--- config.mk ---
export PLATFORM = sky130hd
export DESIGN_NAME = sgps_supervisor
export DESIGN_NICKNAME = d
export VERILOG_FILES = /design/src/rtl/sgps_pkg.sv /design/src/rtl/sgps_supervisor.sv /design/src/rtl/sgps_contact_sync.sv /design/src/rtl/sgps_travel_timer.sv
export SDC_FILE = /design/constraint.sdc
export NUM_CORES = 1
export LEC_CHECK = 0
export BUFFER_PORTS_ARGS = -buffer_cell sky130_fd_sc_hd__buf_2
export CAP_MARGIN = 20
export CORE_MARGIN = 5
export CORE_UTILIZATION = 44
export DETAILED_ROUTE_END_ITERATION = 10
export SETUP_SLACK_MARGIN = 0.5
export SLEW_MARGIN = 0
export SYNTH_ARGS = -nofsm -noshare
export SYNTH_HDL_FRONTEND = slang
export SYNTH_SLANG_ARGS = --single-unit
--- constraint.sdc ---
create_clock -name sys_clk -period 7.1 [get_ports sys_clk]
set_clock_uncertainty 0.1 [all_clocks]
set_input_delay 0.355 -clock sys_clk [delete_from_list [all_inputs] [get_ports sys_clk]]
set_output_delay 0.355 -clock sys_clk [all_outputs]
set_load 0.01 [all_outputs]
--- src/rtl/sgps_pkg.sv ---
/*
 * Constants shared by the switchgear position supervisor: register map,
 * field positions, reset values, position kinds and state codes.
 * Assumes a single 200 MHz system clock and a synchronous reset.
 */
package sgps_pkg;

	// Register byte offsets
	localparam logic [7:0] SGPS_OFS_CTRL = 8'h00;
	localparam logic [7:0] SGPS_OFS_CLOSE_LEN = 8'h04;
	localparam logic [7:0] SGPS_OFS_OPEN_LEN = 8'h08;
	localparam logic [7:0] SGPS_OFS_STATUS = 8'h0c;
	localparam logic [7:0] SGPS_OFS_IRQ_STAT = 8'h10;
	localparam logic [7:0] SGPS_OFS_IRQ_MASK = 8'h14;

	// Control fields
	localparam int SGPS_CTRL_ON_WIRED = 0;
	localparam int SGPS_CTRL_OFF_WIRED = 1;
	localparam logic [1:0] SGPS_CTRL_RESET = 2'h3;

	// Status fields
	localparam int SGPS_ST_CLOSED = 0;
	localparam int SGPS_ST_OPEN = 1;
	localparam int SGPS_ST_TRANSIT = 2;
	localparam int SGPS_ST_FAULTED = 3;
	localparam int SGPS_ST_CODE = 4;
	localparam int SGPS_ST_CLOSE_RUN = 6;
	localparam int SGPS_ST_OPEN_RUN = 7;

	// Interrupt events
	localparam int SGPS_EV_CLOSED = 0;
	localparam int SGPS_EV_OPEN = 1;
	localparam int SGPS_EV_FAULT = 2;
	localparam logic [2:0] SGPS_IRQ_MASK_RESET = 3'h0;

	// Travel timers, counted in system clock cycles
	localparam int SGPS_LEN_W = 24;
	localparam logic [SGPS_LEN_W-1:0] SGPS_LEN_RESET = 24'h0f4240;

	// Position kinds seen at the contacts
	typedef enum logic [1:0] {
		SGPS_POS_INVALID = 2'h0,
		SGPS_POS_OPEN = 2'h1,
		SGPS_POS_CLOSED = 2'h2,
		SGPS_POS_UNWIRED = 2'h3
	} sgps_pos_t;

	// State codes presented to the consumers
	localparam logic [1:0] SGPS_CODE_INTERMEDIATE = 2'h0;
	localparam logic [1:0] SGPS_CODE_OPEN = 2'h1;
	localparam logic [1:0] SGPS_CODE_CLOSED = 2'h2;
	localparam logic [1:0] SGPS_CODE_FAULTED = 2'h3;

endpackage

--- src/rtl/sgps_supervisor.sv ---
/*
 * Switchgear position supervisor: filters the closed and open auxiliary
 * contacts, times close and open travel, and derives closed, open,
 * in-transit and faulted flags plus a two-bit state code. Registers sit
 * on a plain strobe port; one level interrupt reports events.
 * Assumes commands are one-cycle pulses on sys_clk and contacts are
 * asynchronous pins.
 */
// Our own choices: the register addresses and strobed register access.
module sgps_supervisor #(
	parameter logic [23:0] CLOSE_LEN_DEF = sgps_pkg::SGPS_LEN_RESET,
	parameter logic [23:0] OPEN_LEN_DEF = sgps_pkg::SGPS_LEN_RESET
) (
	input wire logic sys_clk, // System clock, 200 MHz
	input wire logic reset, // Synchronous reset, active high
	input wire logic aux_closed_in, // Closed-position contact pin
	input wire logic aux_open_in, // Open-position contact pin
	input wire logic cmd_close, // Close command pulse
	input wire logic cmd_open, // Open command pulse, wins a tie
	input wire logic [7:0] reg_addr, // Register byte address
	input wire logic [31:0] reg_wdata, // Register write data
	input wire logic reg_wr, // Write strobe
	input wire logic reg_rd, // Read strobe
	output logic [31:0] reg_rdata, // Read data, cycle after strobe
	output logic pos_closed, // Closed flag
	output logic pos_open, // Open flag
	output logic pos_transit, // In-transit flag
	output logic pos_faulted, // Faulted flag
	output logic [1:0] pos_code, // State code
	output logic irq // Level interrupt
);
	import sgps_pkg::*;

	// Decode the filtered contacts; an unwired contact is inferred from
	// the other, and a running timer makes the inferred side uncertain
	function automatic sgps_pos_t pos_decode(input logic on, input logic off,
		input logic on_w, input logic off_w, input logic close_run,
		input logic open_run);
		sgps_pos_t p;
		p = SGPS_POS_INVALID;
		if (on_w && off_w) begin
			if (on && !off) p = SGPS_POS_CLOSED;
			else if (!on && off) p = SGPS_POS_OPEN;
		end else if (on_w) begin
			if (on) p = SGPS_POS_CLOSED;
			else if (!close_run) p = SGPS_POS_OPEN;
		end else if (off_w) begin
			if (off) p = SGPS_POS_OPEN;
			else if (!open_run) p = SGPS_POS_CLOSED;
		end else begin
			p = SGPS_POS_UNWIRED;
		end
		return p;
	endfunction

	////////////////////////////////////////////////////////////////////////
	// Contact inputs and timers

	logic on_lvl, off_lvl;
	logic close_run, open_run, close_exp, open_exp;
	logic close_start, open_start, close_stop, open_stop;
	logic [1:0] ctrl_reg, ctrl_next;
	logic [23:0] close_len_reg, close_len_next;
	logic [23:0] open_len_reg, open_len_next;
	sgps_pos_t pos;
	logic end_reached, pos_valid;

	sgps_contact_sync u_sync_on (
		.sys_clk(sys_clk),
		.reset(reset),
		.pin_in(aux_closed_in),
		.level_out(on_lvl)
	);

	sgps_contact_sync u_sync_off (
		.sys_clk(sys_clk),
		.reset(reset),
		.pin_in(aux_open_in),
		.level_out(off_lvl)
	);

	// Each direction is supervised only if its own contact is wired;
	// a single contact cannot judge the opposite travel
	assign close_start = cmd_close && !cmd_open
		&& ctrl_reg[SGPS_CTRL_ON_WIRED];
	assign open_start = cmd_open
		&& ctrl_reg[SGPS_CTRL_OFF_WIRED];

	// Continuous evaluation of the position
	assign pos = pos_decode(on_lvl, off_lvl, ctrl_reg[SGPS_CTRL_ON_WIRED],
		ctrl_reg[SGPS_CTRL_OFF_WIRED], close_run, open_run);
	assign pos_valid = (pos == SGPS_POS_OPEN) || (pos == SGPS_POS_CLOSED);
	assign end_reached = (close_run && pos == SGPS_POS_CLOSED)
		|| (open_run && pos == SGPS_POS_OPEN);

	// An open command, or a close command that starts the close timer, stops the timer of the other direction
	assign close_stop = (close_run && pos == SGPS_POS_CLOSED)
		|| cmd_open;
	assign open_stop = (open_run && pos == SGPS_POS_OPEN)
		|| close_start;

	sgps_travel_timer u_close_timer (
		.sys_clk(sys_clk),
		.reset(reset),
		.start(close_start),
		.stop(close_stop),
		.len(close_len_reg),
		.running(close_run),
		.expired(close_exp)
	);

	sgps_travel_timer u_open_timer (
		.sys_clk(sys_clk),
		.reset(reset),
		.start(open_start),
		.stop(open_stop),
		.len(open_len_reg),
		.running(open_run),
		.expired(open_exp)
	);

	////////////////////////////////////////////////////////////////////////
	// Position flags and fault latch

	logic fault_reg, fault_next, prev_valid_reg;
	logic closed_reg, closed_next, open_reg, open_next;
	logic transit_reg, transit_next, faulted_reg, faulted_next;
	logic [1:0] code_reg, code_next;
	logic fault_set, fault_clr;

	assign fault_set = close_exp || open_exp;
	// Clearing on the entry into a valid position, not its level, keeps a
	// fault visible when a travel ran out against the wrong end stop
	assign fault_clr = close_start || open_start
		|| (pos_valid && !prev_valid_reg);

	always_comb begin
		fault_next = fault_reg;
		if (fault_set) fault_next = 1'b1;
		else if (fault_clr) fault_next = 1'b0;
		closed_next = 1'b0;
		open_next = 1'b0;
		transit_next = 1'b0;
		faulted_next = 1'b0;
		code_next = SGPS_CODE_INTERMEDIATE;
		if (pos == SGPS_POS_UNWIRED) begin
			faulted_next = 1'b1;
			code_next = SGPS_CODE_FAULTED;
		end else if ((close_run || open_run) && !end_reached) begin
			transit_next = 1'b1;
		end else if (fault_next) begin
			faulted_next = 1'b1;
			code_next = SGPS_CODE_FAULTED;
		end else if (pos == SGPS_POS_OPEN) begin
			open_next = 1'b1;
			code_next = SGPS_CODE_OPEN;
		end else if (pos == SGPS_POS_CLOSED) begin
			closed_next = 1'b1;
			code_next = SGPS_CODE_CLOSED;
		end
	end

	always_ff @(posedge sys_clk) begin
		if (reset) begin
			fault_reg <= 1'b0;
			prev_valid_reg <= 1'b0;
			closed_reg <= 1'b0;
			open_reg <= 1'b0;
			transit_reg <= 1'b0;
			faulted_reg <= 1'b0;
			code_reg <= SGPS_CODE_INTERMEDIATE;
		end else begin
			fault_reg <= fault_next;
			prev_valid_reg <= pos_valid;
			closed_reg <= closed_next;
			open_reg <= open_next;
			transit_reg <= transit_next;
			faulted_reg <= faulted_next;
			code_reg <= code_next;
		end
	end

	assign pos_closed = closed_reg;
	assign pos_open = open_reg;
	assign pos_transit = transit_reg;
	assign pos_faulted = faulted_reg;
	assign pos_code = code_reg;

	////////////////////////////////////////////////////////////////////////
	// Register port and interrupt

	logic [2:0] irq_stat_reg, irq_stat_next, irq_mask_reg, irq_mask_next;
	logic [2:0] ev, w1c;
	logic [31:0] rdata_reg, rdata_next;

	assign ev = {fault_set, open_next && !open_reg,
		closed_next && !closed_reg};
	assign w1c = (reg_wr && reg_addr == SGPS_OFS_IRQ_STAT)
		? reg_wdata[2:0] : 3'h0;

	// Writes, sticky events and read mux; a new event beats its own clear
	always_comb begin
		ctrl_next = ctrl_reg;
		close_len_next = close_len_reg;
		open_len_next = open_len_reg;
		irq_mask_next = irq_mask_reg;
		irq_stat_next = (irq_stat_reg & ~w1c) | ev;
		rdata_next = 32'h00000000;
		if (reg_wr) begin
			unique case (reg_addr)
				SGPS_OFS_CTRL: ctrl_next = reg_wdata[1:0];
				SGPS_OFS_CLOSE_LEN: close_len_next = reg_wdata[23:0];
				SGPS_OFS_OPEN_LEN: open_len_next = reg_wdata[23:0];
				SGPS_OFS_IRQ_MASK: irq_mask_next = reg_wdata[2:0];
				default: ;
			endcase
		end
		if (reg_rd) begin
			unique case (reg_addr)
				SGPS_OFS_CTRL: rdata_next = {30'h0, ctrl_reg};
				SGPS_OFS_CLOSE_LEN: rdata_next = {8'h00, close_len_reg};
				SGPS_OFS_OPEN_LEN: rdata_next = {8'h00, open_len_reg};
				SGPS_OFS_STATUS: rdata_next = {24'h000000, open_run, close_run,
					code_reg, faulted_reg, transit_reg, open_reg, closed_reg};
				SGPS_OFS_IRQ_STAT: rdata_next = {29'h0, irq_stat_reg};
				SGPS_OFS_IRQ_MASK: rdata_next = {29'h0, irq_mask_reg};
				default: rdata_next = 32'h00000000;
			endcase
		end
	end

	always_ff @(posedge sys_clk) begin
		if (reset) begin
			ctrl_reg <= SGPS_CTRL_RESET;
			close_len_reg <= CLOSE_LEN_DEF;
			open_len_reg <= OPEN_LEN_DEF;
			irq_stat_reg <= 3'h0;
			irq_mask_reg <= SGPS_IRQ_MASK_RESET;
			rdata_reg <= 32'h00000000;
		end else begin
			ctrl_reg <= ctrl_next;
			close_len_reg <= close_len_next;
			open_len_reg <= open_len_next;
			irq_stat_reg <= irq_stat_next;
			irq_mask_reg <= irq_mask_next;
			rdata_reg <= rdata_next;
		end
	end

	assign reg_rdata = rdata_reg;
	assign irq = |(irq_stat_reg & irq_mask_reg);
endmodule

--- src/rtl/sgps_contact_sync.sv ---
/*
 * Three-stage synchroniser for one auxiliary contact input.
 * Assumes the contact is asynchronous to sys_clk; the filtered level
 * moves only once the second and third stages agree.
 */
module sgps_contact_sync (
	input wire logic sys_clk, // System clock
	input wire logic reset, // Synchronous reset, active high
	input wire logic pin_in, // Raw contact level
	output logic level_out // Filtered contact level
);
	import sgps_pkg::*;

	logic s1_reg, s2_reg, s3_reg, out_reg;
	logic out_next;

	// Agreement of the late stages gates the update, so one glitch cannot
	// slip through; the first stage feeds only the second
	always_comb begin
		out_next = out_reg;
		if (s2_reg == s3_reg) begin
			out_next = s3_reg;
		end
	end

	always_ff @(posedge sys_clk) begin
		if (reset) begin
			s1_reg <= 1'b0;
			s2_reg <= 1'b0;
			s3_reg <= 1'b0;
			out_reg <= 1'b0;
		end else begin
			s1_reg <= pin_in;
			s2_reg <= s1_reg;
			s3_reg <= s2_reg;
			out_reg <= out_next;
		end
	end

	assign level_out = out_reg;
endmodule

--- src/rtl/sgps_travel_timer.sv ---
/*
 * One travel timer: counts a programmed number of cycles after a start
 * pulse and pulses expired if not stopped first. Stop beats expiry.
 * Assumes start and stop come from logic on the same clock.
 */
module sgps_travel_timer (
	input wire logic sys_clk, // System clock
	input wire logic reset, // Synchronous reset, active high
	input wire logic start, // Restart pulse
	input wire logic stop, // Abort, end position reached
	input wire logic [23:0] len, // Travel time in cycles
	output logic running, // Timer counting
	output logic expired // One-cycle pulse on run-out
);
	import sgps_pkg::*;

	logic [SGPS_LEN_W-1:0] cnt_reg, cnt_next;
	logic run_reg, run_next, exp_reg, exp_next;

	// A zero length is taken as one cycle so a timer always ends
	always_comb begin
		cnt_next = cnt_reg;
		run_next = run_reg;
		exp_next = 1'b0;
		if (start) begin
			run_next = 1'b1;
			cnt_next = (len == '0) ? 24'h000001 : len;
		end else if (run_reg && stop) begin
			run_next = 1'b0;
		end else if (run_reg) begin
			cnt_next = cnt_reg - 24'h000001;
			if (cnt_reg == 24'h000001) begin
				run_next = 1'b0;
				exp_next = 1'b1;
			end
		end
	end

	always_ff @(posedge sys_clk) begin
		if (reset) begin
			cnt_reg <= '0;
			run_reg <= 1'b0;
			exp_reg <= 1'b0;
		end else begin
			cnt_reg <= cnt_next;
			run_reg <= run_next;
			exp_reg <= exp_next;
		end
	end

	assign running = run_reg;
	assign expired = exp_reg;

endmodule

==> results of run 1 <==
==> cells in the final DEF, fill, tap and decap left out, types with 17 or more instances in the layout <==
cell,n
nor2_1,103
nand3_1,22
nor3_1,17
dfxtp_1,148
clkbuf_16,17
a22oi_1,26
mux2i_1,30
a211oi_1,27
buf_2,70
nor4_1,25
nand2_1,88
a21oi_1,29
==> cell type report <==
class / count / area share [%]
Clock buffer: 23 / 6.14
Clock inverter: 8 / 1.66
Inverter: 14 / 0.689
Multi-Input combinational cell: 553 / 44.5
Sequential cell: 148 / 38.8
Tap cell: 184 / 3.02
Timing Repair Buffer: 76 / 5.18
==> synthesized netlist by cell type (7+ instances only) <==
cell type,instances,area (µm²)
nand2_1,88,330
clkbuf_1,31,116
xor2_1,13,114
nand3_1,22,110
o21ai_0,16,80.1
and2_1,8,50.1
mux2_2,7,78.8
xnor2_1,15,131
ha_1,7,87.6
a21oi_1,29,145
inv_1,14,52.6
or4_1,7,52.6
a22oi_1,26,195
a211oi_1,27,203
nor3_1,17,85.1
dfxtp_1,148,2960
a311oi_1,11,96.3
nor2b_1,13,81.3
buf_2,7,35.0
nor2_1,103,387
nor4_1,26,163
buf_4,11,82.6
mux2i_1,30,300
==> metal layers <==
layer / part of all wire, % / global-route usage [%] / up-vias / wire length (µm)
met5: 0 / 0 / - / 0
met4: 2.6 / 7.79 / 0 / 487
met3: 5.2 / 4.97 / 38 / 953
met2: 46 / 32.7 / 160 / 8410
met1: 46 / 28.3 / 2714 / 8540
li1: - / - / 2827 / -
==> cell families (layout without fill, tap and decap cells) <==
family | Yosys count | count (layout) | share of synthesized area, %
other | 1 | 8 | 0.0566
AOI/OAI and AO/OA | 142 | 142 | 15.1
DFF | 148 | 148 | 44.8
xor gates and xnor gates | 28 | 28 | 3.70
muxes | 37 | 37 | 5.73
and+or+nand+nor | 331 | 331 | 24.9
buffers and inverters | 66 | 121 | 4.50
adders and majority gates | 7 | 7 | 1.32
==> where the power goes <==
group / leakage, nW / internal (W) / switching (W) / total (W)
Combinational: 1.34 / 0.0000605 / 0.0000976 / 0.000158
Clock: 0.279 / 0.000569 / 0.000334 / 0.000904
Sequential: 1.20 / 0.000850 / 0.0000211 / 0.000871
Total: 2.82 / 0.00148 / 0.000453 / 0.00193
==> worst reg2reg max path, cell delays in order (launching register included) <==
cell and delay [ns]:
dfxtp_1 0.44, nor2b_1 0.18, o21ai_0 0.08, o21ai_0 0.13, inv_1 0.10, ha_1 0.31, nor4b_1 0.59, and2_1 0.36
nand3_2 0.13, or4_1 0.42, a311oi_1 0.26
==> per-stage QoR <==
| step | worst slack (ns) | hold slack (ns) | instances |
|---|---|---|---|
| floorplan | 4.58 | 0.314 | 767 |
| global placement | 3.98 | 0.318 | 975 |
| detailed placement | 3.88 | 0.334 | 975 |
| CTS | 3.88 | 0.0349 | 1006 |
| global route | 3.67 | 0.0656 | 1006 |
| finish | 3.90 | 0.0421 | 1006 |
==> path summary, 6_finish.rpt <==
path	slack [ns]	cells past startpoint	endpoint
worst max-delay path	3.90	10	u_open_timer.cnt_reg[21]$_SDFFE_PP0P_
worst min-delay path	0.04	2	u_sync_on.s1_reg$_SDFF_PP0_
worst max register to register	3.90	10	u_open_timer.cnt_reg[21]$_SDFFE_PP0P_
worst min register to register	0.35	1	u_sync_on.s2_reg$_SDFF_PP0_
==> impl_results.md, run 1 <==
- Outcome: finished clean
- Multi-input logic area: 3390 µm²
- I/O pins: between 80 and 90
- Critical path class: reg2reg
- Asr flop ratio synth: 0%
- Via-to-Cell Ratio: 5.70
- Worst-Margin Slew: 1.03 ns
- Post-synthesis cell area: roughly 6600 µm²
- Number of remaining DRC errors: 0
- Leak pwr: 2.82 nW
- DIE WIDTH: 133 µm
- Core area: 14,600 µm²
- Period utilization: between 40% and 50%
- Library cells used by synthesis: 60
- Total gr overflow: 0
- CTS tree: built
- Worst VDD drop: between 0.15 and 0.2 mV
- I/O Buffers: 70
- Top_reg_cell synth: dfxtp_1
- Post-synthesis sequential area ratio: 44.8%
- Initial antenna violation count: 0
- Placer Congestion: 0.861
- Post-CTS setup buffers: 0
- Max Cap Viol: 0
- Endpoints failing setup: 0
- Worst Path Buf+Inv: 1
- Area delta synth->final: 15.2%
- Unrepaired setup endpoints after global routing: no
- Fmax: roughly 310 MHz
- Design Area, Final: about 7600 µm²
- Slowest cell on the critical path: nor4b_1
- Hold WC Path Type: in2reg
- Hold buffers post-CTS: 0
- Clock Tree Buf Depth: 2
- Setup crit start kind: flop
- Total track usage: about a fifth
- Post-cts repair resize count: 0
- Final Hold Viols: 0
- Register area: 2960 µm²
- Avg WL per Cell: approximately 18 µm
- Layout cell share with drive strength beyond 1: between 10% and 20%
- Yosys warning total: 0
- Max Slew Vio Count: 0
- CTS H-tree lvls: 4
- Setup tns final: 0 ns
- DRT iter0 DRCs: roughly 350
- #FFs+latches synth: approximately 150
- Routed WL: approximately 18 mm
- Worst EP arrival: roughly 3.4 ns
- First-pass GRT wire length: approximately 30 mm
- Total number of vias: between 5,000 and 6,000
- DP Area: 7030 µm²
- Worst Setup SP: u_close_timer.running$_SDFF_PP0_
- Post-synth EDFFs: 0
- Clock Sinks: about 150
- Final ANT Viol Nets: 0
- Die H: ~130 µm
- Req. time, crit path: between 7 and 8 ns
- Fillers: 1,387
- Vias in the first global route: 5,534
- Worst path top cell family by delay: simple AND/OR/NAND/NOR gates
- Nets@finish: 865
- Min Tclk post-route: roughly 3.2 ns
- Die area: ~18,000 µm²
- Hpwl dp: 13.1 mm
- Total CTS buffers: 17
- CP Max Fanout: 6
- Worst-path cell chain: nor2b_1 > o21ai_0 > o21ai_0 > inv_1 > ha_1 > nor4b_1 > and2_1 > nand3_2 > or4_1 > a311oi_1
- Clock latency on the worst-skew pair: roughly 0.42 ns
- Slew HR: a little under a third
- Largest net degree at the start of global routing: 95
- Util after Layout: between 50% and 60%
- Power, Total: just under 0.002 W
- Initial Utilization: between 40% and 50%
- Syn avg cell area: about 8.7 µm²
- Most used cell, CP: o21ai_0
- Diode count: 0
- Largest stage delay on the critical path: 0.59 ns
- R2R Path Start: u_close_timer.running$_SDFF_PP0_
- Cells after synthesis: 760
- Hold Startpoint: aux_closed_in
- CTS Root Cell: clkbuf_16
- CP Capture Type: flop
- TritonRoute pass-1 iters: 5
- Pwr Density: 253 nW/µm²
- Clock slew at reported path FFs: 0.06 ns
- Site Rows: 44
Power figures use the tool's default switching activity.
==> inputs of run 2 (changes only) <==
--- a/config.mk
+++ b/config.mk
@@ -10,6 +10,7 @@
 export CORE_MARGIN = 5
 export CORE_UTILIZATION = 44
 export DETAILED_ROUTE_END_ITERATION = 10
+export PLACE_DENSITY = 0.66
 export SETUP_SLACK_MARGIN = 0.5
 export SLEW_MARGIN = 0
 export SYNTH_ARGS = -nofsm -noshare
==> constraint.sdc (replaced) <==
create_clock -name sys_clk -period 2.8 [get_ports sys_clk]
set_clock_uncertainty 0.1 [all_clocks]
set_input_delay 0.14 -clock sys_clk [delete_from_list [all_inputs] [get_ports sys_clk]]
set_output_delay 0.14 -clock sys_clk [all_outputs]
set_load 0.01 [all_outputs]
==> run 2 against run 1 <==
Against the previous run:
- non-clock buffer count rose by 53
- die area unchanged
- critical path depth is the same
- hold slack improved by 0.0011 ns
- critical endpoint is now u_close_timer.cnt_reg[14]$_SDFFE_PP0P_
- sequential power rose to 2.5 times the previous value
==> impl_results.md, run 2 (synthesized netlist as in run 1, its figures left out) <==
- Outcome: finished clean
- Die H: 133 µm
- Final Hold Viols: 0
- Period utilization: between 80% and 90%
- CP Max Fanout: 5
- I/O Buffers: 70
- Area delta synth->final: 25.4%
- Site Rows: 44
- Most common cell after layout, fill and taps aside: dfxtp_1
- TritonRoute pass-1 iters: 6
- Number of remaining DRC errors: 0
- Hpwl dp: roughly 14 mm
- Critical path class: reg2reg
- Worst EP arrival: roughly 2.7 ns
- Endpoints failing setup: 0
- DRT iter0 DRCs: approximately 650
- Max Slew Vio Count: 0
- Worst-Margin Slew: 0.871 ns
- CP Capture Type: flop
- Worst-path cell chain: nor2b_4 > o21ai_2 > o21a_1 > buf_4 > ha_2 > or3b_4 > nor3_4 > nand3_1 > mux2_2 > nor3_1
- Clock Sinks: 148
- CTS H-tree lvls: 4
- Layout cell share with drive strength beyond 1: roughly 22%
- First-pass GRT wire length: 31.0 mm
- Largest stage delay on the critical path: 0.43 ns
- Req. time, crit path: between 3 and 4 ns
- Final ANT Viol Nets: 0
- Setup crit start kind: flop
- Total number of vias: approximately 6,000
- Worst Setup SP: ctrl_reg[0]$_SDFFE_PP1P_
- Core area: ~15,000 µm²
- R2R Path Start: ctrl_reg[0]$_SDFFE_PP1P_
- Total track usage: between 20% and 30%
- Vias in the first global route: around 5,900
- Largest net degree at the start of global routing: 96
- Placer Congestion: just over 0.9
- Via-to-Cell Ratio: ~5.8
- Routed WL: around 19 mm
- Final std cells w/o fill: roughly 1,100
- Unrepaired setup endpoints after global routing: yes
- CTS Root Cell: clkbuf_16
- Hold WC Path Type: in2reg
- Nets@finish: roughly 920
- Clock latency on the worst-skew pair: about 0.42 ns
- Total CTS buffers: 17
- Slowest cell on the critical path: or3b_4
- DIE WIDTH: roughly 130 µm
- Initial antenna violation count: 0
- Clock Tree Buf Depth: 2
- Fmax: ~410 MHz
- Diode count: 0
- Max Cap Viol: 0
- Slew HR: 41.8%
- Clock slew at reported path FFs: ~0.06 ns
- CTS tree: built
- Total gr overflow: 0
- Setup tns final: 0 ns
- Leak pwr: approximately 3.1 nW
- Min Tclk post-route: between 2 and 2.5 ns
- Avg WL per Cell: around 18 µm
- Placed Cells: 988
- Most frequent cells in the layout: dfxtp_1, nor2_1, nand2_1
- Hold Startpoint: reg_addr[6]
- Die area: ~18,000 µm²
- Initial Utilization: between 40% and 50%
- Pwr Density: roughly 590 nW/µm²
- I/O pins: 87
- Worst VDD drop: roughly 0.4 mV
## run 2: cell count changes in the layout (fill, tap and decap cells not counted), moves of 3 or more
| cell | change |
|---|---|
| a211oi_1 | -3 |
| a211oi_2 | +3 |
| and2_1 | -3 |
| and2_4 | +3 |
| buf_4 | +21 |
| buf_6 | +4 |
| clkinv_4 | +3 |
| dfxtp_1 | -4 |
| dlygate4sd3_1 | +27 |
| nor2_1 | -3 |
| nor3_1 | -3 |
| o21ai_0 | -5 |
| o21ai_2 | +3 |
## run 2: worst max-delay path, delay by kind of cell, from the launching register on
kind            cells  cell delay, ns
flops               1            0.36
compound gates      2            0.19
simple gates        5            1.10
fa+ha+maj           1            0.19
buf+inv             1            0.15
mux                 1            0.29
## run 2: final cells by class
class / count / area, µm²
clock buffer: 21 / 460
clock inverter: 11 / 104
fill: 1305 / 6340
inverter: 14 / 52.6
multi-input combinational: 553 / 3590
sequential: 148 / 2970
tap: 184 / 230
timing repair buffer: 129 / 888
## run 2: path summary, 6_finish.rpt
path	endpoint	slack, ns	cells after the start
setup / recovery	u_close_timer.cnt_reg[14]$_SDFFE_PP0P_	0.35	10
hold / removal	reg_rdata[1]$_SDFF_PP0_	0.04	4
setup reg to reg	u_close_timer.cnt_reg[14]$_SDFFE_PP0P_	0.35	10
hold reg to reg	u_sync_on.s2_reg$_SDFF_PP0_	0.34	1
## run 2: what timing repair did
action                                 4_1_cts  5_1_grt
setup endpoints to repair                   31       38
hold buffers                                27        0
buffers inserted                            10        3
endpoints found under the hold margin       58        0
pin swaps                                    9       20
gates resized for setup                     12       37
## run 2: through the flow
stage / setup slack, ns / utilization, % / power (W) / area (µm²) / hold slack (ns)
6_report: 0.352 / 56.7 / 0.00486 / 8300 / 0.0431
5_1_grt: 0.220 / 56.7 / 0.00503 / 8300 / 0.0495
4_1_cts: 0.373 / 55.6 / 0.00485 / 8140 / 0.0191
3_5_place_dp: 0.163 / 49.1 / 0.00267 / 7190 / 0.255
3_3_place_gp: 0.258 / 49.1 / 0.00266 / 7190 / 0.248
2_1_floorplan: 0.474 / - / 0.00254 / 6700 / 0.164
## run 2: per-layer routing
metal / vias up / GRT usage [%] / share of wire (%)
met3: 28 / 4.78 / 6.0
met4: 0 / 6.70 / 1.6
met1: 2975 / 28.6 / 43
met5: - / 0 / 0
li1: 2936 / - / -
met2: 215 / 35.6 / 49
## run 2: report_power, final
group / leakage, nW / switching (W) / internal, W
logic: 1.65 / 0.000279 / 0.000209
clock network: 0.273 / 0.000895 / 0.00127
registers: 1.20 / 0.0000558 / 0.00215
total: 3.12 / 0.00123 / 0.00363
==> inputs of run 3 (changes only) <==
--- a/config.mk
+++ b/config.mk
@@ -8,9 +8,8 @@
 export BUFFER_PORTS_ARGS = -buffer_cell sky130_fd_sc_hd__buf_2
 export CAP_MARGIN = 20
 export CORE_MARGIN = 5
-export CORE_UTILIZATION = 44
+export CORE_UTILIZATION = 40
 export DETAILED_ROUTE_END_ITERATION = 10
-export PLACE_DENSITY = 0.66
 export SETUP_SLACK_MARGIN = 0.5
 export SLEW_MARGIN = 0
 export SYNTH_ARGS = -nofsm -noshare
==> constraint.sdc (replaced) <==
create_clock -name sys_clk -period 2.8 [get_ports sys_clk]
set_clock_uncertainty 0.1 [all_clocks]
set_input_delay 0.14 -clock sys_clk [delete_from_list [all_inputs] [get_ports sys_clk]]
set_output_delay 0.14 -clock sys_clk [all_outputs]
set_load 0.1 [all_outputs]
==> run 3 against run 2 <==
Against the previous run:
- worst setup slack worse by 0.029 ns
- critical path depth unchanged
- die area up 9.2%
- clock power up 14%
- register-to-register slack worse by 0.03 ns
- final cell count up 4.3%
- highest routed layer unchanged
- largest cell class unchanged
- sequential power about the same
==> impl_results.md, run 3 (synthesized netlist as in run 1, its figures left out) <==
- Initial Utilization: about two fifths
- Vias in the first global route: 5,462
- CP Max Fanout: 5
- Req. time, crit path: slightly above 3 ns
- Most common cell after layout, fill and taps aside: dfxtp_1
- Final Hold Viols: 0
- Nets@finish: 928
- Die area: 19,200 µm²
- CTS Root Cell: clkbuf_16
- DRT iter0 DRCs: between 400 and 500
- Site Rows: 47
- Total number of vias: just over 6,000
- Slew HR: 47.4%
- Worst VDD drop: 0.467 mV
- DIE WIDTH: approximately 140 µm
- Layout cell share with drive strength beyond 1: 21.7%
- Number of remaining DRC errors: 0
- Max Cap Viol: 0
- Unrepaired setup endpoints after global routing: yes
- Total track usage: about a fifth
- Avg WL per Cell: approximately 17 µm
- Hpwl dp: between 10 and 15 mm
- Clock latency on the worst-skew pair: around 0.42 ns
- Endpoints failing setup: 0
- CP Capture Type: flop
- Routed WL: a little under 20 mm
- Final std cells w/o fill: 1,106
- I/O Buffers: 70
- CTS tree: built
- Clock Tree Buf Depth: 2
- Worst-Margin Slew: slightly below 0.8 ns
- I/O pins: between 80 and 90
- Min Tclk post-route: between 2 and 2.5 ns
- Placed Cells: around 1,000
- Initial antenna violation count: 0
- Clock slew at reported path FFs: roughly 0.06 ns
- Die H: around 140 µm
- Critical path class: reg2reg
- Period utilization: 88.5%
- Placer Congestion: roughly 0.83
- Total CTS buffers: 17
- Setup crit start kind: flop
- Fmax: between 400 and 500 MHz
- Leak pwr: 3.20 nW
- Fillers: approximately 1,500
- Clock Sinks: 148
- Worst EP arrival: 2.72 ns
- Largest net degree at the start of global routing: 55
- Pwr Density: slightly above 600 nW/µm²
- Most frequent cells in the layout: dfxtp_1, nor2_1, nand2_1
- CTS H-tree lvls: 4
- Worst Hold Depth: 4
- Final ANT Viol Nets: 0
- Max Slew Vio Count: 0
- Power, Total: roughly 0.0052 W
- R2R cell count: 10
- First-pass GRT wire length: slightly above 30 mm
- Setup tns final: 0 ns
- Via-to-Cell Ratio: 5.45
- Outcome: finished clean
- Area delta synth->final: 28.1%
- Diode count: 0
- TritonRoute pass-1 iters: 5
- Total gr overflow: 0
- Hold WC Path Type: in2reg
- Core area: around 16,000 µm²
-- run 3: cell types whose count changed in the layout (fill, tap and decap cells not counted), sizes merged --
cell / before / now
bufinv: 1 / 5
dlygate4sd3: 27 / 28
inv: 15 / 14
buf: 102 / 111
clkinvlp: 2 / 0
clkinv: 7 / 6
-- run 3: area by class of cell --
type                    instances  area, µm²  area share, %
clock buffers                  21        460           5.43
well taps                     220        275           3.25
flip-flops and latches        148       2970           35.1
clock inverters                11        180           2.12
repair buffers                139        962           11.3
inverters                      14       52.6          0.620
multi-input cells             553       3580           42.2
-- run 3: worst max-delay path: stages (launching register included) --
cell and delay (ns):
dfxtp_4 0.37, nor2b_4 0.10, o21ai_1 0.05, o21a_1 0.14
buf_4 0.14, ha_2 0.19, or3b_4 0.43, nor3_4 0.33
nand3_2 0.10, mux2_2 0.29, nor3_1 0.16
-- run 3: final timing paths --
check	start	to	slack, ns
worst max register to register	ctrl_reg[0]$_SDFFE_PP1P_	u_close_timer.cnt_reg[14]$_SDFFE_PP0P_	0.32
worst min-delay path	reg_addr[6]	reg_rdata[1]$_SDFF_PP0_	0.04
worst min register to register	u_sync_off.s1_reg$_SDFF_PP0_	u_sync_off.s2_reg$_SDFF_PP0_	0.33
worst max-delay path	ctrl_reg[0]$_SDFFE_PP1P_	u_close_timer.cnt_reg[14]$_SDFFE_PP0P_	0.32
-- run 3: stage by stage --
step	setup slack, ns	cell area (µm²)	util, %	hold slack, ns
detailed placement	0.183	7230	44.1	0.253
CTS	0.389	8250	50.3	0.0152
floorplan	0.474	6700	-	0.164
global route	0.194	8480	51.7	0.0397
finish	0.323	8480	51.7	0.0384
global placement	0.218	7230	44.1	0.248
-- run 3: routing by layer --
layer / track usage [%] / vias to the layer above / part of all wire (%)
met5: 0 / - / 0
met4: 7.05 / 0 / 2.3
met3: 3.86 / 39 / 5.4
met2: 31.3 / 166 / 47
met1: 27.5 / 2863 / 45
li1: - / 2964 / -
-- run 3: power breakdown --
part / internal [W] / switching (W)
combinational: 0.000216 / 0.000331
clock: 0.00162 / 0.000862
sequential: 0.00215 / 0.0000532
-- run 3: repair_timing --
item                                   CTS  global route
pin swaps                                8            23
resized for setup                        8            35
hold buffers                            28             0
endpoints found under the hold margin   58             0
setup endpoints to repair               26            42
buffers inserted                        10            12
